**src/design/odf_pkg.sv**
```systemverilog
package odf_pkg;

    // Serial programming word layout
    localparam int          ODF_WORD_BITS   = 16;
    localparam int          ODF_HEAD_BITS   = 8;
    localparam logic [4:0]  ODF_CNT_LAST    = 5'h0F;
    localparam logic [4:0]  ODF_CNT_HEAD    = 5'h07;
    localparam logic [4:0]  ODF_CNT_DONE    = 5'h10;

    // Register offsets (seven-bit address)
    localparam logic [6:0]  ODF_ADDR_RESET  = 7'h00;
    localparam logic [6:0]  ODF_ADDR_FORMAT = 7'h04;

    // Reset register field
    localparam int          ODF_RESET_BIT   = 7;

    // Format register fields
    localparam int          ODF_TP_HI       = 5;
    localparam int          ODF_TP_LO       = 3;
    localparam int          ODF_ABP_BIT     = 2;
    localparam int          ODF_OUTPUT_SCRAMBLER_ENABLE_BIT    = 1;
    localparam int          ODF_TWOS_BIT    = 0;
    localparam logic [7:0]  ODF_FORMAT_MASK = 8'h3F;
    localparam logic [7:0]  ODF_FORMAT_RST  = 8'h00;

    // Test pattern selector codes
    localparam logic [2:0]  ODF_TP_OFF      = 3'h0;
    localparam logic [2:0]  ODF_TP_ZERO     = 3'h1;
    localparam logic [2:0]  ODF_TP_ONE      = 3'h3;
    localparam logic [2:0]  ODF_TP_CHECK    = 3'h5;
    localparam logic [2:0]  ODF_TP_ALT      = 3'h7;

    // Pattern words, overrange flag in bit 16
    localparam logic [16:0] ODF_PAT_ZERO    = 17'h00000;
    localparam logic [16:0] ODF_PAT_ONE     = 17'h1FFFF;
    localparam logic [16:0] ODF_PAT_CHK_A   = 17'h15555;
    localparam logic [16:0] ODF_PAT_CHK_B   = 17'h0AAAA;
    localparam logic [15:0] ODF_ODD_MASK    = 16'hAAAA;

endpackage : odf_pkg

```
**src/design/odf_formatter.sv**
```systemverilog
`timescale 1ns/10ps

module odf_formatter
    import odf_pkg::*;
#(
    parameter int WIDTH = 16
) (
    // Clock and reset
    input  wire logic             mclk,
    input  wire logic             nrst,
    // Settings
    input  wire logic [7:0]       format_cfg,
    // Pattern override from the selector
    input  wire logic             pat_on,
    input  wire logic [16:0]      pat_word,
    // Raw conversion result, offset binary
    input  wire logic             sample_valid,
    input  wire logic [WIDTH-1:0] sample_word_bits,
    input  wire logic             overrange_flag,
    // Formatted output word
    output logic                  out_valid,
    output logic      [WIDTH-1:0] out_word_bits,
    output logic                  out_overrange_flag
);

    logic             alternate_polarity_enable;
    logic             output_scrambler_enable;
    logic             signed_coding_select;
    logic [WIDTH-1:0] data_next;

    assign alternate_polarity_enable = format_cfg[ODF_ABP_BIT];
    assign output_scrambler_enable   = format_cfg[ODF_OUTPUT_SCRAMBLER_ENABLE_BIT];
    assign signed_coding_select      = format_cfg[ODF_TWOS_BIT];

    always_comb begin
        data_next = sample_word_bits;
        if (signed_coding_select && !alternate_polarity_enable) begin
            data_next[WIDTH-1] = ~data_next[WIDTH-1];
        end
        if (alternate_polarity_enable) begin
            data_next = data_next ^ ODF_ODD_MASK[WIDTH-1:0];
        end
        if (output_scrambler_enable && data_next[0]) begin
            data_next[WIDTH-1:1] = ~data_next[WIDTH-1:1];
        end
    end

    always_ff @(posedge mclk or negedge nrst) begin
        if (!nrst) begin
            out_valid          <= 1'b0;
            out_word_bits      <= '0;
            out_overrange_flag <= 1'b0;
        end else begin
            out_valid <= sample_valid;
            if (sample_valid && pat_on) begin
                out_word_bits      <= pat_word[WIDTH-1:0];
                out_overrange_flag <= pat_word[16];
            end else if (sample_valid) begin
                out_word_bits      <= data_next;
                out_overrange_flag <= overrange_flag;
            end
        end
    end

endmodule : odf_formatter

```
**src/design/odf_top.sv**
```systemverilog
`timescale 1ns/10ps

// Function
// - Bits 5..3 select test pattern; 000 passes normal results.
// - Selector 001 drives flag and all data bits low.
// - Selector 011 drives flag and all data bits high.
// - Selector 101 alternates 1_5555 and 0_AAAA on successive words.
// - Selector 111 alternates all zeros and all ones per word.
// - Bit 2 enables alternate polarity, which forces offset binary.
// - Bit 1 enables the output scrambler; off passes data.
// - Bit 0 picks offset binary (0) or two's complement (1).
// - Bits 7 and 6 of the format register are ignored.
// - Serial word: read flag, seven address bits, eight data bits.
// - Software reset clears mode registers to zero.
module odf_top
    import odf_pkg::*;
#(
    parameter int WIDTH = 16
) (
    // Clock and reset
    input  wire logic             mclk,
    input  wire logic             nrst,
    // Serial programming port
    input  wire logic             programming_port_select,
    input  wire logic             cs_n,
    input  wire logic             sck,
    input  wire logic             sdi,
    output logic                  sdo_out,
    output logic                  sdo_oe,
    // Conversion results
    input  wire logic             sample_valid,
    input  wire logic [WIDTH-1:0] sample_word_bits,
    input  wire logic             overrange_flag,
    // Formatted output
    output logic                  out_valid,
    output logic      [WIDTH-1:0] out_word_bits,
    output logic                  out_overrange_flag
);

    logic        sck_reg;
    logic        sck_rise;
    logic        sck_fall;
    logic        port_on;
    logic [4:0]  bit_cnt_reg;
    logic [15:0] shift_reg;
    logic        reading_reg;
    logic [7:0]  rd_shift_reg;
    logic        wr_pulse_reg;
    logic [6:0]  wr_addr_reg;
    logic [7:0]  wr_data_reg;
    logic        soft_rst_reg;
    logic [7:0]  format_reg;
    logic [7:0]  format_next;
    logic [2:0]  test_pattern_select;
    logic        phase_reg;
    logic        pat_on;
    logic [16:0] pat_word;

    function automatic logic [7:0] read_mux(input logic [6:0] addr,
                                            input logic [7:0] fmt);
        read_mux = 8'h00;
        if (addr == ODF_ADDR_FORMAT) begin
            read_mux = fmt;
        end
    endfunction : read_mux

    // Write strobe decode, shared by both register targets
    function automatic logic wr_hit(input logic       pulse,
                                    input logic [6:0] addr,
                                    input logic [6:0] target);
        wr_hit = pulse && addr == target;
    endfunction : wr_hit

    // Serial port only serves when strapped for serial mode
    assign port_on  = !programming_port_select && !cs_n;
    assign sck_rise = sck && !sck_reg;
    assign sck_fall = !sck && sck_reg;

    always_ff @(posedge mclk or negedge nrst) begin
        if (!nrst) begin
            sck_reg <= 1'b0;
        end else begin
            sck_reg <= sck;
        end
    end

    always_ff @(posedge mclk or negedge nrst) begin
        if (!nrst) begin
            bit_cnt_reg <= 5'h00;
            shift_reg   <= 16'h0000;
        end else if (!port_on) begin
            bit_cnt_reg <= 5'h00;
        end else if (sck_rise && bit_cnt_reg != ODF_CNT_DONE) begin
            bit_cnt_reg <= bit_cnt_reg + 5'h01;
            shift_reg   <= {shift_reg[14:0], sdi};
        end
    end

    always_ff @(posedge mclk or negedge nrst) begin
        if (!nrst) begin
            wr_pulse_reg <= 1'b0;
            wr_addr_reg  <= 7'h00;
            wr_data_reg  <= 8'h00;
        end else begin
            wr_pulse_reg <= 1'b0;
            if (port_on && sck_rise && bit_cnt_reg == ODF_CNT_LAST
                && !shift_reg[14]) begin
                wr_pulse_reg <= 1'b1;
                wr_addr_reg  <= shift_reg[13:7];
                wr_data_reg  <= {shift_reg[6:0], sdi};
            end
        end
    end

    always_ff @(posedge mclk or negedge nrst) begin
        if (!nrst) begin
            reading_reg  <= 1'b0;
            rd_shift_reg <= 8'h00;
        end else if (!port_on) begin
            reading_reg  <= 1'b0;
        end else if (sck_rise && bit_cnt_reg == ODF_CNT_HEAD) begin
            reading_reg  <= shift_reg[6];
            rd_shift_reg <= read_mux({shift_reg[5:0], sdi}, format_reg);
        end else if (sck_fall && reading_reg
                     && bit_cnt_reg != ODF_CNT_DONE) begin
            rd_shift_reg <= {rd_shift_reg[6:0], 1'b0};
        end
    end

    // Open drain: only ever pulls low, released between frames
    always_ff @(posedge mclk or negedge nrst) begin
        if (!nrst) begin
            sdo_out <= 1'b0;
            sdo_oe  <= 1'b0;
        end else if (!port_on) begin
            sdo_out <= 1'b0;
            sdo_oe  <= 1'b0;
        end else if (sck_fall && reading_reg
                     && bit_cnt_reg != ODF_CNT_DONE) begin
            sdo_out <= 1'b0;
            sdo_oe  <= !rd_shift_reg[7];
        end else if (sck_fall) begin
            sdo_oe  <= 1'b0;
        end
    end

    always_ff @(posedge mclk or negedge nrst) begin
        if (!nrst) begin
            soft_rst_reg <= 1'b0;
        end else begin
            soft_rst_reg <= wr_hit(wr_pulse_reg, wr_addr_reg, ODF_ADDR_RESET)
                            && wr_data_reg[ODF_RESET_BIT];
        end
    end

    always_comb begin
        format_next = format_reg;
        if (soft_rst_reg) begin
            format_next = ODF_FORMAT_RST;
        end else if (wr_hit(wr_pulse_reg, wr_addr_reg, ODF_ADDR_FORMAT)) begin
            format_next = wr_data_reg & ODF_FORMAT_MASK;
        end
    end

    always_ff @(posedge mclk or negedge nrst) begin
        if (!nrst) begin
            format_reg <= ODF_FORMAT_RST;
        end else begin
            format_reg <= format_next;
        end
    end

    assign test_pattern_select = format_reg[ODF_TP_HI:ODF_TP_LO];

    always_comb begin
        pat_on   = 1'b1;
        pat_word = ODF_PAT_ZERO;
        unique case (test_pattern_select)
            ODF_TP_OFF:   pat_on   = 1'b0;
            ODF_TP_ZERO:  pat_word = ODF_PAT_ZERO;
            ODF_TP_ONE:   pat_word = ODF_PAT_ONE;
            ODF_TP_CHECK: pat_word = phase_reg ? ODF_PAT_CHK_B
                                               : ODF_PAT_CHK_A;
            ODF_TP_ALT:   pat_word = phase_reg ? ODF_PAT_ONE
                                               : ODF_PAT_ZERO;
            // Reserved codes pass normal data
            default:      pat_on   = 1'b0;
        endcase
    end

    // Phase restarts when patterns are off so each pattern run
    // starts on its first word
    always_ff @(posedge mclk or negedge nrst) begin
        if (!nrst) begin
            phase_reg <= 1'b0;
        end else if (!pat_on) begin
            phase_reg <= 1'b0;
        end else if (sample_valid) begin
            phase_reg <= ~phase_reg;
        end
    end

    // Output path; reserved selector codes fall back to normal data
    odf_formatter #(
        .WIDTH              (WIDTH)
    ) u_formatter (
        .mclk               (mclk),
        .nrst               (nrst),
        .format_cfg         (format_reg),
        .pat_on             (pat_on),
        .pat_word           (pat_word),
        .sample_valid       (sample_valid),
        .sample_word_bits   (sample_word_bits),
        .overrange_flag     (overrange_flag),
        .out_valid          (out_valid),
        .out_word_bits      (out_word_bits),
        .out_overrange_flag (out_overrange_flag)
    );

endmodule : odf_top

```
**config.mk**
```make
export PLATFORM = sky130hd
export DESIGN_NAME = odf_top
export DESIGN_NICKNAME = d
export VERILOG_FILES = /design/src/design/odf_pkg.sv /design/src/design/odf_formatter.sv /design/src/design/odf_top.sv
export SDC_FILE = /design/constraint.sdc
export NUM_CORES = 1
export LEC_CHECK = 0
export BUFFER_PORTS_ARGS = -buffer_cell sky130_fd_sc_hd__buf_2
export CORE_ASPECT_RATIO = 1.4
export CORE_MARGIN = 2
export CORE_UTILIZATION = 39
export CTS_BUF_LIST = sky130_fd_sc_hd__clkbuf_4 sky130_fd_sc_hd__clkbuf_8 sky130_fd_sc_hd__clkbuf_16
export DETAILED_ROUTE_END_ITERATION = 10
export GPL_ROUTABILITY_DRIVEN = 0
export PLACE_DENSITY = 0.61
export SLEW_MARGIN = 10
export SYNTH_ARGS = -nofsm -noshare
export SYNTH_HDL_FRONTEND = slang
export SYNTH_HIERARCHICAL = 1
export SYNTH_SLANG_ARGS = --single-unit
export TNS_END_PERCENT = 30
```
**constraint.sdc**
```tcl
create_clock -name mclk -period 4.7 [get_ports mclk]
set_clock_uncertainty 0.15 [all_clocks]
set_input_delay 1.175 -clock mclk [delete_from_list [all_inputs] [get_ports mclk]]
set_output_delay 1.175 -clock mclk [all_outputs]
set_load 0.02 [all_outputs]
```
==> results.py, run 1 <==
metrics = {
    "drt": {
        "wl_um": 6790,
        "dr.pass1.iters": 4,
        "wl_per_cell_um": 15.0,
        "vias": 2404,
        "drt_iter0_markers": 118,
        "drc": 0,
        "ant_nets": 0,
        "avgViaCountPerCell": 5.30,
    },
    "min_path": {
        "hold_path_class": "flop to flop",
    },
    "finish": {
        "n_antenna_cell": 0,
        "drive_gt1_frac": 0.297,
        "design_area_sq_um": 4110,
        "final_cells": 454,
        "fill_cells": 834,
        "final_util": 0.458,
        "largest_reg_flops": 16,
        "area_delta_synth_final_pct": 15.2,
        "seq_area_sq_um": 1800,
        "multi_input_area_sq_um": 1570,
        "nets": 369,
    },
    "setup_path": {
        "arrival_ns": 2.92,
        "regToRegSetupSlack_ns": 2.41,
        "rr_startpoint": "sck_reg$_DFF_PN0_",
        "crit_required_ns": 4.77,
        "critical_path.startpoint_type": "primary input",
        "worstSetupEndpoint": "shift_reg[3]$_DFFE_PN0P_",
        "crit_path_max_fanout": 15,
        "crit_start": "sck",
        "r2r-end": "shift_reg[3]$_DFFE_PN0P_",
        "critPathCaptureType": "flop",
        "path_class": "primary input to flop",
        "reg2regPathDepth": 3,
    },
    "pwr": {
        "swShare": 0.236,
        "p_leak_nw": 2.06,
        "finalPower_mw": 1.50,
        "combPwrFrac": 0.087,
        "ir_drop_uv": 182,
        "p_sw_uw": 354,
        "powerDensity_nw_per_um2": 364,
        "power_frac_seq": 0.452,
        "pwr-share-clk": 0.461,
        "internal_power_mw": 1.14,
    },
    "die": {
        "ios": 44,
        "core_sq_um": 8980,
        "fp.dieW_um": 84.9,
        "num_rows": 41,
        "die_h_um": 117,
        "fp.dieArea_sq_um": 9950,
        "initial_core_util": 0.398,
    },
    "synthesis": {
        "yosys.area_share.simple": 0.133,
        "synth_common_cells": "72 x dfrtp_1, 19 x inv_1, 19 x mux2_2",
        "synth_top_family_by_area": "multiplexers",
        "synth_edf_count": 0,
        "synth_cell_types": 49,
        "synthXorXnorAreaFrac": 0.0123,
        "dominantRegCellSynth": "dfrtp_1",
        "syn_nets": 334,
        "synth_top_area_share": 0.505,
        "syn_area_sq_um": 3570,
        "synthTopCellsByArea": "dfrtp_1 50%, mux2_2 6.0%, mux2_4 4.2%, mux2i_1 4.2%, o211ai_2 2.5%",
        "synthMuxAreaShare": 0.144,
        "yosysWarningCount": 6,
        "seq_area_frac_synth": 0.505,
        "synth_fa_ha_area_frac": 0.0105,
        "synth_area_per_cell_sq_um": 11.6,
        "postSynth.asyncResetShare": 1.00,
        "synth_compound_area_frac": 0.139,
        "synth_top_cell_by_area": "dfrtp_1",
        "yosysMostFrequentCell": "dfrtp_1",
        "syn_inst": 307,
        "ys_ff_latch": 72,
    },
    "placement": {
        "pre_cts_ws_ns": 1.52,
        "hpwl_um": 4660,
        "port-buffer-count": 42,
        "place_area_sq_um": 3800,
        "dp_cells": 438,
    },
    "grt": {
        "grt_overflow": 0,
        "grt_pass1_wl_um": 11800,
        "grt_max_degree": 29,
        "grt_use_total": 0.151,
        "antenna_found_initial": 0,
        "grt_pass1_vias": 2334,
    },
    "clocking": {
        "cts.reportedPaths.clkPinSlew_ns": 0.06,
        "cts_max_level": 3,
        "cts-resized-gates": 0,
        "cts_tree": "done",
        "clkLatencyLatePin_ns": 0.33,
        "clk_path_buf_depth": 2,
        "cts_buffers": 9,
        "post_cts_buffers": 0,
        "cts_root_buffer": "clkbuf_16",
        "cts_hold_buf": 0,
        "cts_num_sinks": 72,
    },
    "job": {
        "maxCapViolCount": 0,
    },
    "timing": {
        "fmax_ghz": 0.351,
        "maxSlewHeadroom": 0.364,
        "rsz0062_at_grt": "false",
        "final.setup.tns_ns": 0,
        "setup_violations": 0,
        "worstMarginPinSlew_ns": 0.952,
        "hold_ws_ns": 0.318,
        "fin_ws_ns": 1.85,
        "slew_viol_final": 0,
        "finalCriticalPeriod_ns": 2.85,
        "finalHoldViolCount": 0,
        "period_share": 0.606,
    },
    "run_status": {
        "status": "completed",
    },
}
-- worst max-delay path, cell delays in order --
cell and delay [ns]:
buf_2 0.11, nor2b_1 0.41, and3_1 0.80, mux2_2 0.41
-- power groups by stage --
stage          sequential, mW  clock [mW]  combinational (mW)
3_5_place_dp            0.688           0               0.132
3_3_place_gp            0.687           0               0.129
6_report                0.677       0.691               0.130
4_1_cts                 0.677       0.709               0.133
5_1_grt                 0.682       0.739               0.144
2_1_floorplan           0.698           0              0.0693
-- routing by layer --
layer,wire (um),global-route usage
met1,2990,0.188
met2,3350,0.244
met3,371,0.0547
met4,84,0.0540
met5,0,0
-- how the worst min path moves through the flow --
stage                                 from                     endpoint  slack [ns]  cells after the start
6_report        wr_addr_reg[2]$_DFFE_PN0P_       soft_rst_reg$_DFF_PN0_        0.32                      1
5_1_grt        rd_shift_reg[0]$_DFFE_PN0P_  rd_shift_reg[0]$_DFFE_PN0P_        0.34                      1
4_1_cts         wr_addr_reg[2]$_DFFE_PN0P_       soft_rst_reg$_DFF_PN0_        0.33                      1
3_5_place_dp    wr_addr_reg[2]$_DFFE_PN0P_       soft_rst_reg$_DFF_PN0_        0.31                      1
3_3_place_gp    wr_addr_reg[2]$_DFFE_PN0P_       soft_rst_reg$_DFF_PN0_        0.30                      1
2_1_floorplan   wr_addr_reg[2]$_DFFE_PN0P_       soft_rst_reg$_DFF_PN0_        0.27                      1
-- cell usage in the layout (no fill, tap or decap), drive strengths merged, types with 2 or more instances in the layout --
cell type   n
buf        44
o21ai       8
nand3       3
or3         2
xor2        3
and3b       8
clkinv      2
nor4        3
clkinvlp    2
nor2       16
nor2b       3
and3        2
dfrtp      72
a21o        2
inv        19
a31oi       5
nand4       3
mux2i      15
or2         2
xnor2       2
a21boi      9
nor3        7
nand2b      2
nand2      15
mux2       29
o2bb2ai     8
and2        5
ha          3
a22oi       8
clkbuf     11
a21oi      10
o211ai     14
nand4b      2
-- final cells by class --
cell class / count / area share
sequential: 72 / 0.438
multi-input combinational: 196 / 0.382
clock buffer: 11 / 0.0615
timing repair buffer: 44 / 0.0548
tap: 107 / 0.0326
inverter: 19 / 0.0173
clock inverter: 5 / 0.0134
-- kinds of logic after synthesis --
logic type	count (synthesis)
muxes	44
adders and majority gates	3
xor gates and xnor gates	5
and+or+nand+nor	77
DFF	72
buffers and inverters	39
AOI/OAI and AO/OA	66
other	1
Power figures use the tool's default switching activity.
==> run 2, diff against run 1 <==
ABC_AREA = 1   (was not set)
clock period = 2.7 ns   (was 4.7 ns; I/O delays follow)
==> run 2 against run 1 <==
- hold slack worse by 0.094 ns
- register-to-register slack worse by 1.5 ns
- critical path depth up 5
- non-clock buffer count up 1
- sequential cell count unchanged
- cell area up 1.7%
- count of clock-buffer cells in the layout unchanged
- via count up 19%
- final cell count up 30%
- clock power up 71%
- largest power group unchanged
==> results.py, run 2 <==
metrics = {
    "timing": {
        "fmax_ghz": 0.546,
        "maxSlewHeadroom": 0.563,
        "rsz0062_at_grt": "false",
        "hold_ws_ns": 0.224,
        "final.setup.tns_ns": 0,
        "finalCriticalPeriod_ns": 1.83,
        "setup_violations": 0,
        "worstMarginPinSlew_ns": 0.656,
        "period_share": 0.679,
        "finalHoldViolCount": 0,
        "slew_viol_final": 0,
    },
    "drt": {
        "dr.pass1.iters": 4,
        "drt_iter0_markers": 175,
        "wl_per_cell_um": 11.8,
        "wl_um": 6990,
        "avgViaCountPerCell": 4.84,
        "vias": 2863,
        "ant_nets": 0,
        "drc": 0,
    },
    "synthesis": {
        "syn_area_sq_um": 3610,
        "synthTopCellsByArea": "dfrtp_1 50%, nand2_1 14%, nand3_1 4.6%, nor2_1 4.4%, inv_1 3.4%",
        "syn_inst": 443,
        "ys_ff_latch": 72,
        "seq_area_frac_synth": 0.499,
        "synth_area_per_cell_sq_um": 8.16,
        "yosysWarningCount": 6,
        "yosys.area_share.simple": 0.309,
        "synth_top_cell_by_area": "dfrtp_1",
        "synthMuxAreaShare": 0,
        "synth_edf_count": 0,
        "synth_top_family_by_area": "simple AND/OR/NAND/NOR gates",
        "synth_compound_area_frac": 0.0956,
        "synth_common_cells": "137 x nand2_1, 72 x dfrtp_1, 42 x nor2_1",
        "synth_cell_types": 34,
        "synth_top_area_share": 0.499,
        "dominantRegCellSynth": "dfrtp_1",
        "syn_nets": 470,
        "synth_fa_ha_area_frac": 0.0104,
        "yosysMostFrequentCell": "nand2_1",
        "synthXorXnorAreaFrac": 0.0145,
        "postSynth.asyncResetShare": 1.00,
    },
    "placement": {
        "hpwl_um": 4690,
        "place_area_sq_um": 3880,
        "dp_cells": 576,
        "port-buffer-count": 42,
    },
    "setup_path": {
        "critical_path.startpoint_type": "flop",
        "regToRegSetupSlack_ns": 0.87,
        "crit_path_max_fanout": 12,
        "r2r-end": "rd_shift_reg[2]$_DFFE_PN0P_",
        "critPathCaptureType": "flop",
        "reg2regPathDepth": 9,
        "arrival_ns": 1.90,
        "path_class": "flop to flop",
        "crit_required_ns": 2.77,
        "rr_startpoint": "bit_cnt_reg[0]$_DFFE_PN0P_",
    },
    "grt": {
        "grt_pass1_wl_um": 12300,
        "grt_max_degree": 73,
        "grt_overflow": 0,
        "grt_use_total": 0.150,
        "grt_pass1_vias": 2803,
        "antenna_found_initial": 0,
    },
    "clocking": {
        "post_cts_buffers": 0,
        "cts_root_buffer": "clkbuf_16",
        "cts-resized-gates": 0,
        "cts_tree": "done",
        "cts_buffers": 9,
        "cts_max_level": 3,
        "clkLatencyLatePin_ns": 0.33,
        "cts.reportedPaths.clkPinSlew_ns": 0.06,
        "cts_hold_buf": 0,
        "cts_num_sinks": 72,
        "clk_path_buf_depth": 2,
    },
    "run_status": {
        "status": "completed",
    },
    "finish": {
        "nets": 507,
        "layout_common_cells": "137 x nand2_1, 72 x dfrtp_1, 42 x nor2_1, 42 x buf_2",
        "n_antenna_cell": 0,
        "area_delta_synth_final_pct": 15.8,
        "largest_reg_flops": 16,
        "fill_cells": 884,
        "drive_gt1_frac": 0.188,
        "design_area_sq_um": 4180,
        "mostFrequentLayoutCell": "nand2_1",
        "final_cells": 592,
    },
    "min_path": {
        "hold_path_class": "primary input to async pin",
    },
    "die": {
        "core_sq_um": 9030,
        "fp.dieW_um": 85.4,
        "num_rows": 41,
        "ios": 44,
        "die_h_um": 118,
        "fp.dieArea_sq_um": 10100,
        "initial_core_util": 0.400,
    },
    "job": {
        "maxCapViolCount": 0,
    },
    "pwr": {
        "powerDensity_nw_per_um2": 615,
        "ir_drop_uv": 332,
        "p_leak_nw": 2.09,
    },
}
[run 2: power breakdown]
group	switching, mW	total, mW	internal (mW)	leakage [nW]
clock network	0.433	1.18	0.748	0.149
registers	0.0290	1.16	1.13	0.957
logic	0.152	0.234	0.0821	0.983
[run 2: cells by family after synthesis]
logic type	count (synthesis)
compound gates	61
xor+xnor	6
fa+ha+maj	3
buf+inv	57
flops	72
other cells	1
simple gates	243
[run 2: critical path: stages, from the launching register on]
cell and delay [ns]:
dfrtp_1 0.39, ha_1 0.24, nand2_2 0.09, clkinv_2 0.07, nand3_4 0.14, nand2_2 0.07
nand2_2 0.21, clkinv_1 0.20, nand2_1 0.11, nand2_1 0.05
[run 2: routing by layer]
metal | routed length (um) | GRT usage
met5 | 0 | 0
met4 | 74 | 0.0625
met3 | 318 | 0.0344
met2 | 3450 | 0.260
met1 | 3150 | 0.176
[run 2: worst max-delay path by stage]
stage / from / end / cells past startpoint
global route: bit_cnt_reg[1]$_DFFE_PN0P_ / wr_addr_reg[6]$_DFFE_PN0P_ / 7
floorplan: sck / rd_shift_reg[7]$_DFFE_PN0P_ / 9
detailed placement: sck / rd_shift_reg[2]$_DFFE_PN0P_ / 9
global placement: sck / rd_shift_reg[4]$_DFFE_PN0P_ / 9
CTS: bit_cnt_reg[1]$_DFFE_PN0P_ / wr_addr_reg[6]$_DFFE_PN0P_ / 7
finish: bit_cnt_reg[0]$_DFFE_PN0P_ / rd_shift_reg[2]$_DFFE_PN0P_ / 9
[run 2: layout make-up]
type	instances	area (sq um)	share of cell area
Tap cell	107	134	0.0320
Timing Repair Buffer	45	245	0.0586
Sequential cell	72	1800	0.431
Inverter	38	145	0.0347
Multi-Input combinational cell	314	1560	0.372
Clock inverter	5	56.3	0.0135
Clock buffer	11	246	0.0589
[run 2: stage by stage]
| stage | total power [mW] | setup WS, ns | util |
|---|---|---|---|
| after floorplan | 1.32 | 1.03 | - |
| after global placement | 1.41 | 0.735 | 0.430 |
| after detailed placement | 1.41 | 0.665 | 0.430 |
| after CTS | 2.62 | 0.861 | 0.463 |
| after global routing | 2.71 | 0.696 | 0.463 |
| final | 2.57 | 0.867 | 0.463 |
==> run 3, diff against run 2 <==
PLACE_DENSITY = 0.63   (was 0.61)
clock period = 1.6 ns   (was 2.7 ns; I/O delays follow)
==> run 3 against run 2 <==
- count of clock-buffer cells in the layout shrank 2
- combinational power is 81% higher
- total power rose by 67%
- worst setup slack got worse by 0.84 ns
- sequential power is 69% higher
- via count grew 5.0%
- wire length is 5.7% higher
- critical path type unchanged
- largest power group is now sequential cells
- cell area up 6.0%
==> results.py, run 3 (synthesis gave the netlist of run 2 again) <==
metrics = {
    "run_status": {
        "status": "completed",
    },
    "pwr": {
        "powerDensity_nw_per_um2": 971,
        "pwr-share-clk": 0.447,
        "power_frac_seq": 0.454,
        "p_leak_nw": 2.23,
        "internal_power_mw": 3.26,
        "finalPower_mw": 4.30,
        "p_sw_mw": 1.05,
        "ir_drop_uv": 593,
        "combPwrFrac": 0.098,
        "swShare": 0.244,
    },
    "clocking": {
        "cts_root_buffer": "clkbuf_16",
        "cts_tree": "done",
        "cts_max_level": 3,
        "clk_path_buf_depth": 2,
        "cts_num_sinks": 72,
        "cts.reportedPaths.clkPinSlew_ns": 0.06,
        "cts_buffers": 9,
        "clkLatencyLatePin_ns": 0.32,
    },
    "finish": {
        "fill_cells": 860,
        "nets": 530,
        "final_cells": 615,
        "mostFrequentLayoutCell": "nand2_1",
        "largest_reg_flops": 16,
        "final_util": 0.491,
        "area_delta_synth_final_pct": 22.7,
        "n_antenna_cell": 0,
        "layout_common_cells": "135 x nand2_1, 72 x dfrtp_1, 42 x buf_2",
        "drive_gt1_frac": 0.244,
    },
    "drt": {
        "drt_iter0_markers": 143,
        "avgViaCountPerCell": 4.89,
        "ant_nets": 0,
        "dr.pass1.iters": 4,
        "drc": 0,
        "vias": 3007,
        "wl_per_cell_um": 12.0,
        "wl_um": 7390,
    },
    "setup_path": {
        "crit_required_ns": 1.72,
        "path_class": "flop to flop",
        "arrival_ns": 1.69,
        "critPathCaptureType": "flop",
        "critical_path.startpoint_type": "flop",
        "crit_path_max_fanout": 6,
    },
    "grt": {
        "grt_overflow": 0,
        "grt_max_degree": 43,
        "grt_use_total": 0.156,
        "grt_pass1_vias": 2880,
        "antenna_found_initial": 0,
        "grt_pass1_wl_um": 12700,
    },
    "timing": {
        "finalHoldViolCount": 0,
        "fmax_ghz": 0.635,
        "hold_ws_ns": 0.0412,
        "finalCriticalPeriod_ns": 1.58,
        "slew_viol_final": 0,
        "setup_violations": 0,
        "period_share": 0.985,
        "rsz0062_at_grt": "true",
    },
    "die": {
        "initial_core_util": 0.400,
        "num_rows": 41,
        "fp.dieW_um": 85.4,
        "ios": 44,
        "die_h_um": 118,
        "core_sq_um": 9030,
        "fp.dieArea_sq_um": 10100,
    },
    "min_path": {
        "hold_path_class": "primary input to flop",
    },
    "job": {
        "maxCapViolCount": 0,
    },
    "placement": {
        "hpwl_um": 5180,
        "dp_cells": 595,
        "port-buffer-count": 42,
    },
}
## run 3: cell count changes in the layout (fill, tap and decap cells not counted), sizes merged
cell | previous run | this run
inv | 35 | 37
clkbuf | 11 | 9
dlygate4sd3 | 0 | 1
buf | 45 | 67
## run 3: final timing paths
| check | from | end | slack [ns] | cells past startpoint |
|---|---|---|---|---|
| max | bit_cnt_reg[1]$_DFFE_PN0P_ | rd_shift_reg[5]$_DFFE_PN0P_ | 0.02 | 10 |
| min | sck | sck_reg$_DFF_PN0_ | 0.04 | 1 |
| min in group asynchronous | nrst | u_formatter/out_word_bits[2]$_DFFE_PN0P_ | 0.32 | 2 |
| max reg2reg | bit_cnt_reg[1]$_DFFE_PN0P_ | rd_shift_reg[5]$_DFFE_PN0P_ | 0.02 | 10 |
| max in group asynchronous | nrst | shift_reg[1]$_DFFE_PN0P_ | 0.49 | 3 |
| min reg2reg | phase_reg$_DFFE_PN0P_ | phase_reg$_DFFE_PN0P_ | 0.31 | 1 |
## run 3: cell type report
| type | instances | area, sq um | area share |
|---|---|---|---|
| inverter | 38 | 149 | 0.0336 |
| sequential | 72 | 1800 | 0.406 |
| clock buffer | 9 | 225 | 0.0508 |
| timing repair buffer | 68 | 465 | 0.105 |
| tap | 107 | 134 | 0.0302 |
| clock inverter | 7 | 62.6 | 0.0141 |
| multi-input combinational | 314 | 1600 | 0.360 |
## run 3: power groups by stage
stage | Clock, mW | Combinational [mW] | Sequential [mW]
detailed placement | 0 | 0.419 | 1.99
finish | 1.92 | 0.424 | 1.96
CTS | 1.97 | 0.426 | 1.96
global route | 2.06 | 0.478 | 1.97
floorplan | 0 | 0.194 | 2.03
global placement | 0 | 0.412 | 1.98
## run 3: critical path, cell delays in order (launching register included)
cell and delay [ns]:
dfrtp_1 0.37, ha_2 0.20, nand2_2 0.06, buf_4 0.14, inv_4 0.06, nand2_2 0.06
nor2_4 0.19, nand3_1 0.11, nand2_1 0.07, nand2_1 0.04, nand2_1 0.05
## run 3: repair_timing
item                                   CTS  global route
hold buffers                             1             0
buffers inserted                         0             3
setup endpoints to repair               19            33
endpoints found under the hold margin    5             0
resized for setup                        6            13
pin swaps                                0             3
## run 3: metrics by stage
step / instance area, sq um / worst slack [ns] / setup TNS, ns
CTS: 4380 / -0.000357 / -0.000357
floorplan: 3610 / 0.00698 / 0
global route: 4430 / -0.0788 / -1.21
global placement: 4060 / 0.00154 / 0
finish: 4430 / 0.0244 / 0
detailed placement: 4060 / -0.0417 / -0.0683
## run 3: per-layer routing
layer  vias up  global-route usage  share of wire
met1      1425               0.186           0.43
met5         -                   0              0
met4         0              0.0635          0.017
met3        10              0.0266          0.030
met2        43               0.273           0.52
li1       1529                   -              -
